`src/design/tws_pkg.sv`:
```
// Notes on behaviour
// - Port is target only, never starts transfers.
// - Match address 01101, select pins, direction.
// - First byte LSB: one reads, zero writes.
// - Subaddress decodes word length: two, four or five bytes.
// - Step subaddress after each complete word.
// - Start: data falls while clock high.
// - Shift eight address bits, MSB first.
// - Matching address acknowledged on ninth clock.
// - Mismatch: release bus, return idle.
// - Stop: data rises while clock high.
// - Stray start: back to address phase; stray stop: back to idle.
// - Invalid subaddress: no acknowledge, idle.
// - Read past top repeats top location.
// - Write past top: discard, nack, idle.
// - Subaddress high byte, low byte, then data.
// - Port active only when boot pin low at its single capture after reset.
package tws_pkg;

	localparam logic [4:0]  DEV_ADDR_HI   = 5'h0D;
	localparam int          SYNC_W        = 5;
	localparam int          SI_SCL        = 0;
	localparam int          SI_SDA        = 1;
	localparam int          SI_BOOT       = 2;
	localparam int          SI_SEL_A      = 3;
	localparam int          SI_SEL_B      = 4;
	localparam logic [4:0]  SYNC_RESET    = 5'h07;
	localparam logic [1:0]  EN_CAPTURE    = 2'h3;
	localparam logic [3:0]  BYTE_BITS     = 4'h8;
	localparam logic [15:0] SUB_PARAM_END = 16'h03FF;
	localparam logic [15:0] SUB_PROG_END  = 16'h07FF;
	localparam logic [15:0] SUB_TOP       = 16'h081F;
	localparam logic [2:0]  LEN_PARAM     = 3'h4;
	localparam logic [2:0]  LEN_PROG      = 3'h5;
	localparam logic [2:0]  LEN_REG       = 3'h2;
	localparam logic [2:0]  LEN_NONE      = 3'h0;
	localparam logic [1:0]  PH_SUB_HI     = 2'h0;
	localparam logic [1:0]  PH_SUB_LO     = 2'h1;
	localparam logic [1:0]  PH_DATA       = 2'h2;

	typedef enum logic [2:0] {
		ST_IDLE,
		ST_ADDR,
		ST_RX,
		ST_ACK,
		ST_TX,
		ST_MACK,
		ST_MNEXT
	} tws_state_e;

	// Word length of a subaddress, zero when unmapped
	function automatic logic [2:0] tws_word_len(input logic [15:0] sa);
		if (sa <= SUB_PARAM_END)
			return LEN_PARAM;
		else if (sa <= SUB_PROG_END)
			return LEN_PROG;
		else if (sa <= SUB_TOP)
			return LEN_REG;
		else
			return LEN_NONE;
	endfunction : tws_word_len

endpackage : tws_pkg

```
`src/design/tws_slave.sv`:
```
`timescale 1ns/10ps
module tws_slave
	import tws_pkg::*;
#(
	parameter int WORD_W = 40
)
(
	input  wire logic              ref_clk,
	input  wire logic              reset,
	input  wire logic              scl_in,
	input  wire logic              sda_in,
	output logic                   sda_out,
	output logic                   sda_oe,
	input  wire logic              addr_select_pin_a,
	input  wire logic              addr_select_pin_b,
	input  wire logic              boot_source_select_pin,
	output logic                   port_active,
	output logic [15:0]            mem_addr,
	output logic [WORD_W-1:0]      mem_wdata,
	output logic                   mem_wr,
	output logic                   mem_rd,
	input  wire logic [WORD_W-1:0] mem_rdata,
	input  wire logic              mem_rvalid
);

	logic [SYNC_W-1:0] pins_s;
	logic              scl_s;
	logic              sda_s;
	logic              scl_q;
	logic              sda_q;
	logic              scl_rise;
	logic              scl_fall;
	logic              start_det;
	logic              stop_det;
	logic [1:0]        en_cnt;
	tws_state_e        st;
	logic [3:0]        bit_cnt;
	logic [7:0]        shreg;
	logic [7:0]        txsh;
	logic              sda_drv;
	logic              rw;
	logic [1:0]        phase;
	logic [2:0]        bw;
	logic [2:0]        rb;
	logic [15:0]       sub_addr;
	logic              past_top;
	logic [31:0]       wbuf;
	logic [WORD_W-1:0] rword;
	logic              addr_hit;
	logic [2:0]        cur_len;
	logic [2:0]        lo_len;
	logic [15:0]       next_sub;
	logic [7:0]        next_tx;

	// Pick byte idx of a word of len bytes, MSB first
	function automatic logic [7:0] pick_byte(input logic [WORD_W-1:0] w,
		input logic [2:0] len, input logic [2:0] idx);
		int sh;
		sh = 8 * (int'(len) - 1 - int'(idx));
		if (sh < 0)
			sh = 0;
		return w[sh +: 8];
	endfunction : pick_byte

	tws_sync #(
		.W   (SYNC_W),
		.RST (SYNC_RESET)
	) u_sync (
		.ref_clk (ref_clk),
		.reset   (reset),
		.d       ({addr_select_pin_b, addr_select_pin_a, boot_source_select_pin,
			sda_in, scl_in}),
		.q       (pins_s)
	);

	assign scl_s = pins_s[SI_SCL];
	assign sda_s = pins_s[SI_SDA];

	// Line history for edge finding
	always_ff @(posedge ref_clk)
	begin
		if (reset)
		begin
			scl_q <= 1'b1;
			sda_q <= 1'b1;
		end
		else
		begin
			scl_q <= scl_s;
			sda_q <= sda_s;
		end
	end

	assign scl_rise  = scl_s & ~scl_q;
	assign scl_fall  = ~scl_s & scl_q;
	assign start_det = scl_s & scl_q & sda_q & ~sda_s;
	assign stop_det  = scl_s & scl_q & ~sda_q & sda_s;

	// Mode capture once synchronisers settle
	always_ff @(posedge ref_clk)
	begin
		if (reset)
		begin
			en_cnt      <= 2'h0;
			port_active <= 1'b0;
		end
		else if (en_cnt != EN_CAPTURE)
		begin
			en_cnt <= en_cnt + 2'h1;
			if (en_cnt + 2'h1 == EN_CAPTURE)
				port_active <= ~pins_s[SI_BOOT];
		end
	end

	assign addr_hit = (shreg[7:3] == DEV_ADDR_HI)
		&& (shreg[2] == pins_s[SI_SEL_A])
		&& (shreg[1] == pins_s[SI_SEL_B]);
	assign cur_len  = tws_word_len(sub_addr);
	assign lo_len   = tws_word_len({sub_addr[15:8], shreg});
	assign next_sub = (sub_addr == SUB_TOP) ? sub_addr : sub_addr + 16'h0001;
	assign next_tx  = pick_byte(rword, cur_len, rb);

	// Read word holding register
	always_ff @(posedge ref_clk)
	begin
		if (reset)
			rword <= '0;
		else if (mem_rvalid)
			rword <= mem_rdata;
	end

	// Bus protocol engine
	always_ff @(posedge ref_clk)
	begin
		if (reset)
		begin
			st        <= ST_IDLE;
			bit_cnt   <= 4'h0;
			shreg     <= 8'h00;
			txsh      <= 8'h00;
			sda_drv   <= 1'b0;
			rw        <= 1'b0;
			phase     <= PH_SUB_HI;
			bw        <= 3'h0;
			rb        <= 3'h0;
			sub_addr  <= 16'h0000;
			past_top  <= 1'b0;
			wbuf      <= 32'h0000_0000;
			mem_addr  <= 16'h0000;
			mem_wdata <= '0;
			mem_wr    <= 1'b0;
			mem_rd    <= 1'b0;
		end
		else
		begin
			mem_wr <= 1'b0;
			mem_rd <= 1'b0;
			if (!port_active)
			begin
				st      <= ST_IDLE;
				sda_drv <= 1'b0;
			end
			else if (stop_det)
			begin
				st      <= ST_IDLE;
				sda_drv <= 1'b0;
			end
			else if (start_det)
			begin
				st       <= ST_ADDR;
				bit_cnt  <= 4'h0;
				phase    <= PH_SUB_HI;
				past_top <= 1'b0;
				sda_drv  <= 1'b0;
			end
			else
			begin
				case (st)
					ST_ADDR,
					ST_RX:
					begin
						if (scl_rise && bit_cnt != BYTE_BITS)
						begin
							shreg   <= {shreg[6:0], sda_s};
							bit_cnt <= bit_cnt + 4'h1;
						end
						else if (scl_fall && bit_cnt == BYTE_BITS)
						begin
							bit_cnt <= 4'h0;
							if (st == ST_ADDR)
							begin
								if (addr_hit)
								begin
									st      <= ST_ACK;
									sda_drv <= 1'b1;
									rw      <= shreg[0];
									rb      <= 3'h0;
									if (shreg[0])
									begin
										mem_rd   <= 1'b1;
										mem_addr <= sub_addr;
									end
								end
								else
									st <= ST_IDLE;
							end
							else
							begin
								case (phase)
									PH_SUB_HI:
									begin
										sub_addr[15:8] <= shreg;
										phase          <= PH_SUB_LO;
										st             <= ST_ACK;
										sda_drv        <= 1'b1;
									end
									PH_SUB_LO:
									begin
										if (lo_len == LEN_NONE)
											st <= ST_IDLE;
										else
										begin
											sub_addr[7:0] <= shreg;
											phase         <= PH_DATA;
											bw            <= 3'h0;
											st            <= ST_ACK;
											sda_drv       <= 1'b1;
										end
									end
									default:
									begin
										if (past_top)
											st <= ST_IDLE;
										else
										begin
											st      <= ST_ACK;
											sda_drv <= 1'b1;
											wbuf    <= (bw == 3'h0) ? {24'h0, shreg}
												: {wbuf[23:0], shreg};
											if (bw + 3'h1 == cur_len)
											begin
												mem_wr    <= 1'b1;
												mem_addr  <= sub_addr;
												mem_wdata <= (bw == 3'h0)
													? WORD_W'(shreg)
													: WORD_W'({wbuf, shreg});
												bw        <= 3'h0;
												if (sub_addr == SUB_TOP)
													past_top <= 1'b1;
												else
													sub_addr <= next_sub;
											end
											else
												bw <= bw + 3'h1;
										end
									end
								endcase
							end
						end
					end
					ST_ACK:
					begin
						if (scl_fall)
						begin
							bit_cnt <= 4'h0;
							if (rw)
							begin
								st      <= ST_TX;
								txsh    <= next_tx;
								sda_drv <= ~next_tx[7];
							end
							else
							begin
								st      <= ST_RX;
								sda_drv <= 1'b0;
							end
						end
					end
					ST_TX:
					begin
						if (scl_fall)
						begin
							if (bit_cnt == 4'h7)
							begin
								st      <= ST_MACK;
								sda_drv <= 1'b0;
								bit_cnt <= 4'h0;
							end
							else
							begin
								txsh    <= {txsh[6:0], 1'b0};
								sda_drv <= ~txsh[6];
								bit_cnt <= bit_cnt + 4'h1;
							end
						end
					end
					ST_MACK:
					begin
						if (scl_rise)
						begin
							if (sda_s)
								st <= ST_IDLE;
							else
							begin
								st <= ST_MNEXT;
								if (rb + 3'h1 == cur_len)
								begin
									rb       <= 3'h0;
									sub_addr <= next_sub;
									mem_rd   <= 1'b1;
									mem_addr <= next_sub;
								end
								else
									rb <= rb + 3'h1;
							end
						end
					end
					ST_MNEXT:
					begin
						if (scl_fall)
						begin
							st      <= ST_TX;
							bit_cnt <= 4'h0;
							txsh    <= next_tx;
							sda_drv <= ~next_tx[7];
						end
					end
					default:
					begin
						st      <= ST_IDLE;
						sda_drv <= 1'b0;
					end
				endcase
			end
		end
	end

	// Open-drain: only ever pulls low
	assign sda_out = 1'b0;
	assign sda_oe  = sda_drv;
endmodule : tws_slave

```
`src/design/tws_sync.sv`:
```
`timescale 1ns/10ps
module tws_sync
	import tws_pkg::*;
#(
	parameter int         W   = SYNC_W,
	parameter logic [W-1:0] RST = SYNC_RESET
)
(
	input  wire logic         ref_clk,
	input  wire logic         reset,
	input  wire logic [W-1:0] d,
	output logic      [W-1:0] q
);

	logic [W-1:0] meta;

	// Two flops per pin
	always_ff @(posedge ref_clk)
	begin
		if (reset)
		begin
			meta <= RST;
			q    <= RST;
		end
		else
		begin
			meta <= d;
			q    <= meta;
		end
	end

endmodule : tws_sync

```
`config.mk`:
```
export PLATFORM = sky130hd
export DESIGN_NAME = tws_slave
export DESIGN_NICKNAME = d
export VERILOG_FILES = /design/src/design/tws_pkg.sv /design/src/design/tws_slave.sv /design/src/design/tws_sync.sv
export SDC_FILE = /design/constraint.sdc
export NUM_CORES = 1
export LEC_CHECK = 0
export ABC_AREA = 1
export ABC_CLOCK_PERIOD_IN_PS = 4150
export BUFFER_PORTS_ARGS = -buffer_cell sky130_fd_sc_hd__buf_2
export CAP_MARGIN = 40
export CORE_ASPECT_RATIO = 1.4
export CORE_MARGIN = 3
export CORE_UTILIZATION = 59
export DETAILED_ROUTE_END_ITERATION = 12
export GPL_ROUTABILITY_DRIVEN = 0
export PLACE_DENSITY = 0.91
export SETUP_SLACK_MARGIN = 0.1
export SYNTH_ARGS = -nofsm -noshare
export SYNTH_HDL_FRONTEND = slang
export SYNTH_SLANG_ARGS = --single-unit
```
`constraint.sdc`:
```
create_clock -name ref_clk -period 4.15 [get_ports ref_clk]
set_clock_uncertainty 0.05 [all_clocks]
set_input_delay 0.415 -clock ref_clk [delete_from_list [all_inputs] [get_ports ref_clk]]
set_output_delay 0.415 -clock ref_clk [all_outputs]
set_load 0.01 [all_outputs]
```
Yosys cells after proc, flatten, opt, wreduce, memory -nomap -nowiden:

Index checks and enable logic that the tools add are counted.
Widths: inputs -> output; s select.

* $add $sub $neg: 7
* magnitude comparators: 7
* equal/unequal tests: 63
* shift operators: 1
* muxes and demuxes: 112
* bitwise operators: 25
* reductions and logical operators: 36

Operators with widths (number)
* $mux 16: 18
* $mux 3: 24
* $mux 32: 2
* $pmux 16 s2: 2
* $ne 3x3->1 const B: 14
* $mux 40: 1
* $ne 2x2->1 const B: 20
* $shiftx 40x32->8: 1
* $mux 7: 5
* $le 16x10->1 const B: 2
* $le 16x11->1 const B: 2
* $le 16x12->1 const B: 2
* $pmux 8 s2: 2
* $mux 1: 30
* $reduce_and 10->1: 3
* $reduce_and 14->1: 2
* $reduce_and 9->1: 3
* $mux 4: 6
* $mux 2: 11
* $pmux 7 s3: 1
* $reduce_and 7->1: 3
* $ne 3x2->1 const B: 6
* $not 1->1: 18
* $add 16x1->16 const B: 1
* 44 further kinds: 72

* register bits: 194
* input port bits: 48
* output and inout bits: 61
* logic and storage cells: 276

Longest topological paths before layout:

* depth in word-level cells: 13
* gate-level depth with buffers: 21
* depth with buffers taken out: 20

Cells and area by module:

Synthesis repeated with hierarchy kept, for this count alone.

* cells, all modules: 1274
* area, all modules: 9101.2 um2

Modules (own cells, without submodules)
* tws_slave: instances 1, cells an instance 1243, area an instance 8822.2 um2, seq. area each 3683.5 um2
* tws_sync: instances 1, cells an instance 31, area an instance 279.0 um2, seq. area each 200.2 um2

Worst setup path before layout:

Ideal clock, no wire load.

* path type: reg2reg
* start: register sub_addr[0]
* end: register sda_drv, in the netlist sda_oe
* setup time: 0.109 ns
* data arrival time: 2.978 ns
* data required time: 3.991 ns
* setup slack: 1.013 ns
* stages on the path, launching flop included: 20
* path buffers: 1
* period minus slack after synthesis: 3.137 ns
* cell sequence: dfxtp_1 ha_1 nand2_1 nor2_2 nand2_1 nand4_2 ha_1 fa_1 nor2_1 or2_2 buf_2 nand2_1 nor3_4 inv_2 nand3_1 nand3_1 nand2_1 nand3_1 nand2_1 inv_1

* longest elaborated chain between the ends: 13
* elaborated cells on any way between the ends: 16
* classes of those cells: add/sub: 2; order compare: 4; shift: 1; mux: 8; bitwise: 1

RTL lines
* start: declaration: line tws_slave.sv:45 `logic [15:0] sub_addr;`
* start signal: assignment: line tws_slave.sv:223 `sub_addr[7:0] <= shreg;`
* start signal: assignment: line tws_slave.sv:251 `sub_addr <= next_sub;`
* start signal: assignment: line tws_slave.sv:309 `sub_addr <= next_sub;`
* $le 16x12->1: line tws_pkg.sv:57 `else if (sa <= SUB_TOP)`
* $mux 2: line tws_pkg.sv:57
* $mux 3: line tws_pkg.sv:55 `else if (sa <= SUB_PROG_END)`
* $mux 3 *: line tws_pkg.sv:53 `if (sa <= SUB_PARAM_END)`
* $sub 3x1->4 *: line tws_slave.sv:59 `sh = 8 * (int'(len) - 1 - int'(idx));`
* $sub 4x4->5 *: line tws_slave.sv:59
* $lt 8x1->1: line tws_slave.sv:60 `if (sh < 0)`
* $mux 32 *: line tws_slave.sv:60
* $shiftx 40x32->8 *: line tws_slave.sv:62 `return w[sh +: 8];`
* $not 1->1 *: line tws_slave.sv:270, tws_slave.sv:325
* $mux 1: line tws_slave.sv:266 `if (rw)`
* $mux 1: line tws_slave.sv:263 `if (scl_fall)`
* $pmux 1 s5 *: line tws_slave.sv:178 `case (st)`
* end signal: assignment: line tws_slave.sv:270 `sda_drv <= ~next_tx[7];`
* end signal: assignment: line tws_slave.sv:292 `sda_drv <= ~txsh[6];`
* end signal: assignment: line tws_slave.sv:325 `sda_drv <= ~next_tx[7];`
* end: declaration: line tws_slave.sv:40 `logic sda_drv;`

Every way passes the cells marked *; elsewhere a longest branch is shown, timed or not. The select of a mux whose other input is x is not followed.
A chain may end at the register's enable or synchronous reset.

Final worst setup path:

* start: register sub_addr[0]
* end: register txsh[1]

* longest elaborated chain between the ends: 12
* elaborated cells on any way between the ends: 15
* classes of those cells: add/sub: 2; order compare: 4; shift: 1; mux: 8

RTL lines
* $le 16x12->1: line tws_pkg.sv:57
* $mux 2: line tws_pkg.sv:57
* $mux 3: line tws_pkg.sv:55
* $mux 3 *: line tws_pkg.sv:53
* $sub 3x1->4 *: line tws_slave.sv:59
* $sub 4x4->5 *: line tws_slave.sv:59
* $lt 8x1->1: line tws_slave.sv:60
* $mux 32 *: line tws_slave.sv:60
* $shiftx 40x32->8 *: line tws_slave.sv:62
* $mux 7: line tws_slave.sv:266
* $mux 7: line tws_slave.sv:263
* $pmux 7 s3 *: line tws_slave.sv:178
* end signal: assignment: line tws_slave.sv:269 `txsh <= next_tx;`
* end signal: assignment: line tws_slave.sv:291 `txsh <= {txsh[6:0], 1'b0};`
* end signal: assignment: line tws_slave.sv:324 `txsh <= next_tx;`
* end: declaration: line tws_slave.sv:39 `logic [7:0] txsh;`

Marked as above.

==> metrics.txt <==
worst hold slack 0.0948 ns; Setup TNS 0 ns; Final ANT Viol Nets 0; combinational group share of total power 5.3%; Req. time, crit path 4.43 ns; largest net degree at the start of global routing 52; pwr dens about 360 mW/mm^2; highest clock rate 273 MHz; CP Max Fanout 18; syn_nets 1391; I/O pin total 109; crit path cell chain ha_1 -> nand2_1 -> nor2_2 -> nand2_1 -> nand4_2 -> ha_1 -> fa_1 -> nor2_1 -> or2_2 -> nand3_2 -> inv_1 -> o211ai_1 -> nand2_1 -> nand2_1 -> nand3_1 -> a21oi_1; R2R setup slack 0.49 ns; Mean Syn Cell Area 6.98 um^2; clock power share ~44%; DR iter-0 viols between 800 and 900; ys async rst share 0%; HPWL Detailed 17200 um; placed cell areas about 0.01 mm^2; share of post-route cells with drive strength above 1 15.3%; Area Overhead vs Synth 12.9%; CP endpoint kind register; via count 9044; Design Area, Final 0.0105 mm^2; core area around 0.015 mm^2; Layout Nets 1464; final WL 24400 um; Multi-input gate area 0.00450 mm^2; H-tree depth 4; LEAKAGE approximately 4.6 nW; ant diodes 0; Final setup viols 0; clock tree buffer depth 2; Post-synth EDFFs 0; Max stage delay on crit path 0.46 ns; Worst-Skew Late Latency 0.44 ns; Ys Warns 0; Die H 154 um; P_sw between 0.9 and 1 mW; RSZ-0062 raised after global routing false; Critical Path AT approximately 4 ns; DIE AREA 0.0173 mm^2; Crit. path cell count 16; most used cell, CP nand2_1; top_reg_cell synth dfxtp_1; cell count after synthesis 1329; DR pass1 iterations 5; synth unique cells 47; Seq cells post-synth a little under 200; Reg power frac approximately half; maximum vdd drop 0.372 mV; final worst-path cycle share 88.2%; Clock Sinks 194; CTS tree done; first-pass GRT wire length 39500 um; Worst-Margin Slew approximately 0.94 ns; FP Rows 53; GR Util All Layers 27.8%; switch share ~25%; synthesized cell area between 0.009 and 0.01 mm^2; Avg WL per Cell approximately 15 um; IO Port Bufs around 110; CP top delay family simple AND/OR/NAND/NOR gates; width of the die around 110 um; register area 0.00388 mm^2; Slew headroom 37.3%; DRC Markers 0; Seq/Total Area, Yosys a little over two fifths; Hold Vio Cnt, Final 0; Initial Utilization roughly three fifths; grt total ovfl 0; Tmin final 3.66 ns; Slew Viols, Final 0; type of the worst setup path reg2reg; initial antenna violation count 0; outcome completed; clock root buffer clkbuf_16; clk slew on worst S/H paths 0.08 ns; Layout Utilization 69.0%; Pwr Total approximately 3.8 mW; vias in the first global route between 8000 and 9000; via-per-instance ratio 5.63; cell count of the worst reg-to-reg path 16; worst hold path stage count 2; HP Class in2reg; CP max stage cell dfxtp_1; total CTS buffers 17; Buf/Inv on CP 1; Setup crit start kind register; Setup Buffers After CTS 0; Int Power 2.85 mW; Fill cells 1221; Max-Cap Viols 0
## layout make-up
type	instances	area share, %
repair buffers	118	6.09
well taps	192	2.29
clock buffers	18	4.19
multi-input cells	907	43.0
inverters	164	5.88
clock inverters	14	1.51
flip-flops and latches	194	37.1
## sequential cells by signal, indices dropped and copies added (netlist names), 2 cells and up
register     count
phase            2
wbuf            32
shreg            8
en_cnt           2
st               3
bit_cnt          4
rb               3
mem_addr        16
rword           40
u_sync.q         5
bw               3
u_sync.meta      5
mem_wdata       40
sub_addr        16
txsh             7
## Yosys cell counts, types with 4 or more instances
cell type | count | area share (%)
a21oi_1 | 116 | 6.3
nor2_2 | 16 | 1.1
xor2_1 | 14 | 1.3
o21ai_0 | 150 | 8.1
nor2_4 | 4 | 0.49
nand4_1 | 14 | 0.94
nor3_1 | 15 | 0.81
nor2_1 | 193 | 7.8
nand3_1 | 77 | 4.2
inv_2 | 11 | 0.45
or2_2 | 9 | 0.61
ha_1 | 13 | 1.8
clkbuf_1 | 42 | 1.7
nand3_2 | 7 | 0.76
a31oi_1 | 4 | 0.27
nand2_2 | 8 | 0.54
o22ai_1 | 4 | 0.27
o211ai_1 | 11 | 0.89
nand2_1 | 217 | 8.8
dfxtp_1 | 194 | 42
buf_2 | 18 | 0.97
a211oi_1 | 9 | 0.73
inv_1 | 151 | 6.1
## metal layers
layer	global-route usage (%)	up-vias	wire, um
li1	-	4452	-
met1	30.1	4084	9060
met2	48.7	401	12100
met3	6.03	107	1680
met4	18.2	0	1570
met5	0	-	0
## cell families after synthesis
logic type / share of synthesized area, %
AOI/OAI and AO/OA: 17.3
buffers and inverters: 9.71
adders and majority gates: 1.97
DFF: 41.9
and+or+nand+nor: 27.7
xor gates and xnor gates: 1.42
other: 0.0404
## power by group through the flow
| stage | clock [mW] | sequential [mW] | combinational (mW) |
|---|---|---|---|
| 6_report | 1.67 | 1.92 | 0.201 |
| 5_1_grt | 1.75 | 1.93 | 0.229 |
| 4_1_cts | 1.69 | 1.92 | 0.199 |
| 3_5_place_dp | 0 | 1.97 | 0.197 |
| 3_3_place_gp | 0 | 1.97 | 0.188 |
| 2_1_floorplan | 0 | 1.96 | 0.138 |
## per-stage QoR
stage               setup WS [ns]  instances
global placement            0.617       1574
global route                0.181       1607
floorplan                    1.01       1329
CTS                         0.346       1607
detailed placement          0.414       1575
finish                      0.491       1607
## cell usage in the layout, fill, tap and decap left out, types with 8 or more instances in the layout
cell type  instances
clkbuf_16         17
a211oi_1           9
nand2_2            8
nor3_1            15
nor2_1           193
inv_2             12
nor2_2            16
xor2_1            14
nand3_1           77
o21ai_0          150
buf_4             10
inv_1            150
ha_1              13
dfxtp_1          194
or2_2              9
buf_2            107
nand2_1          217
a21oi_1          116
o211ai_1          11
nand4_1           14
## worst reg2reg max path: cells and delay by family, from the launching register on
kind	cells	cell delay [ns]
buf+inv	1	0.31
simple gates	10	1.61
fa+ha+maj	3	0.92
flops	1	0.46
compound gates	2	0.20
## final timing paths
check                    startpoint        endpoint
min          boot_source_select_pin  u_sync.meta[2]
max                     sub_addr[0]         txsh[1]
min reg2reg          u_sync.meta[3]     u_sync.q[3]
max reg2reg             sub_addr[0]         txsh[1]
## what timing repair did
action,4_1_cts,5_1_grt
endpoints found under the hold margin,0,0
hold buffers,0,0
resized for setup,0,1
endpoints found under the setup margin,0,8
Power figures use the tool's default switching activity.
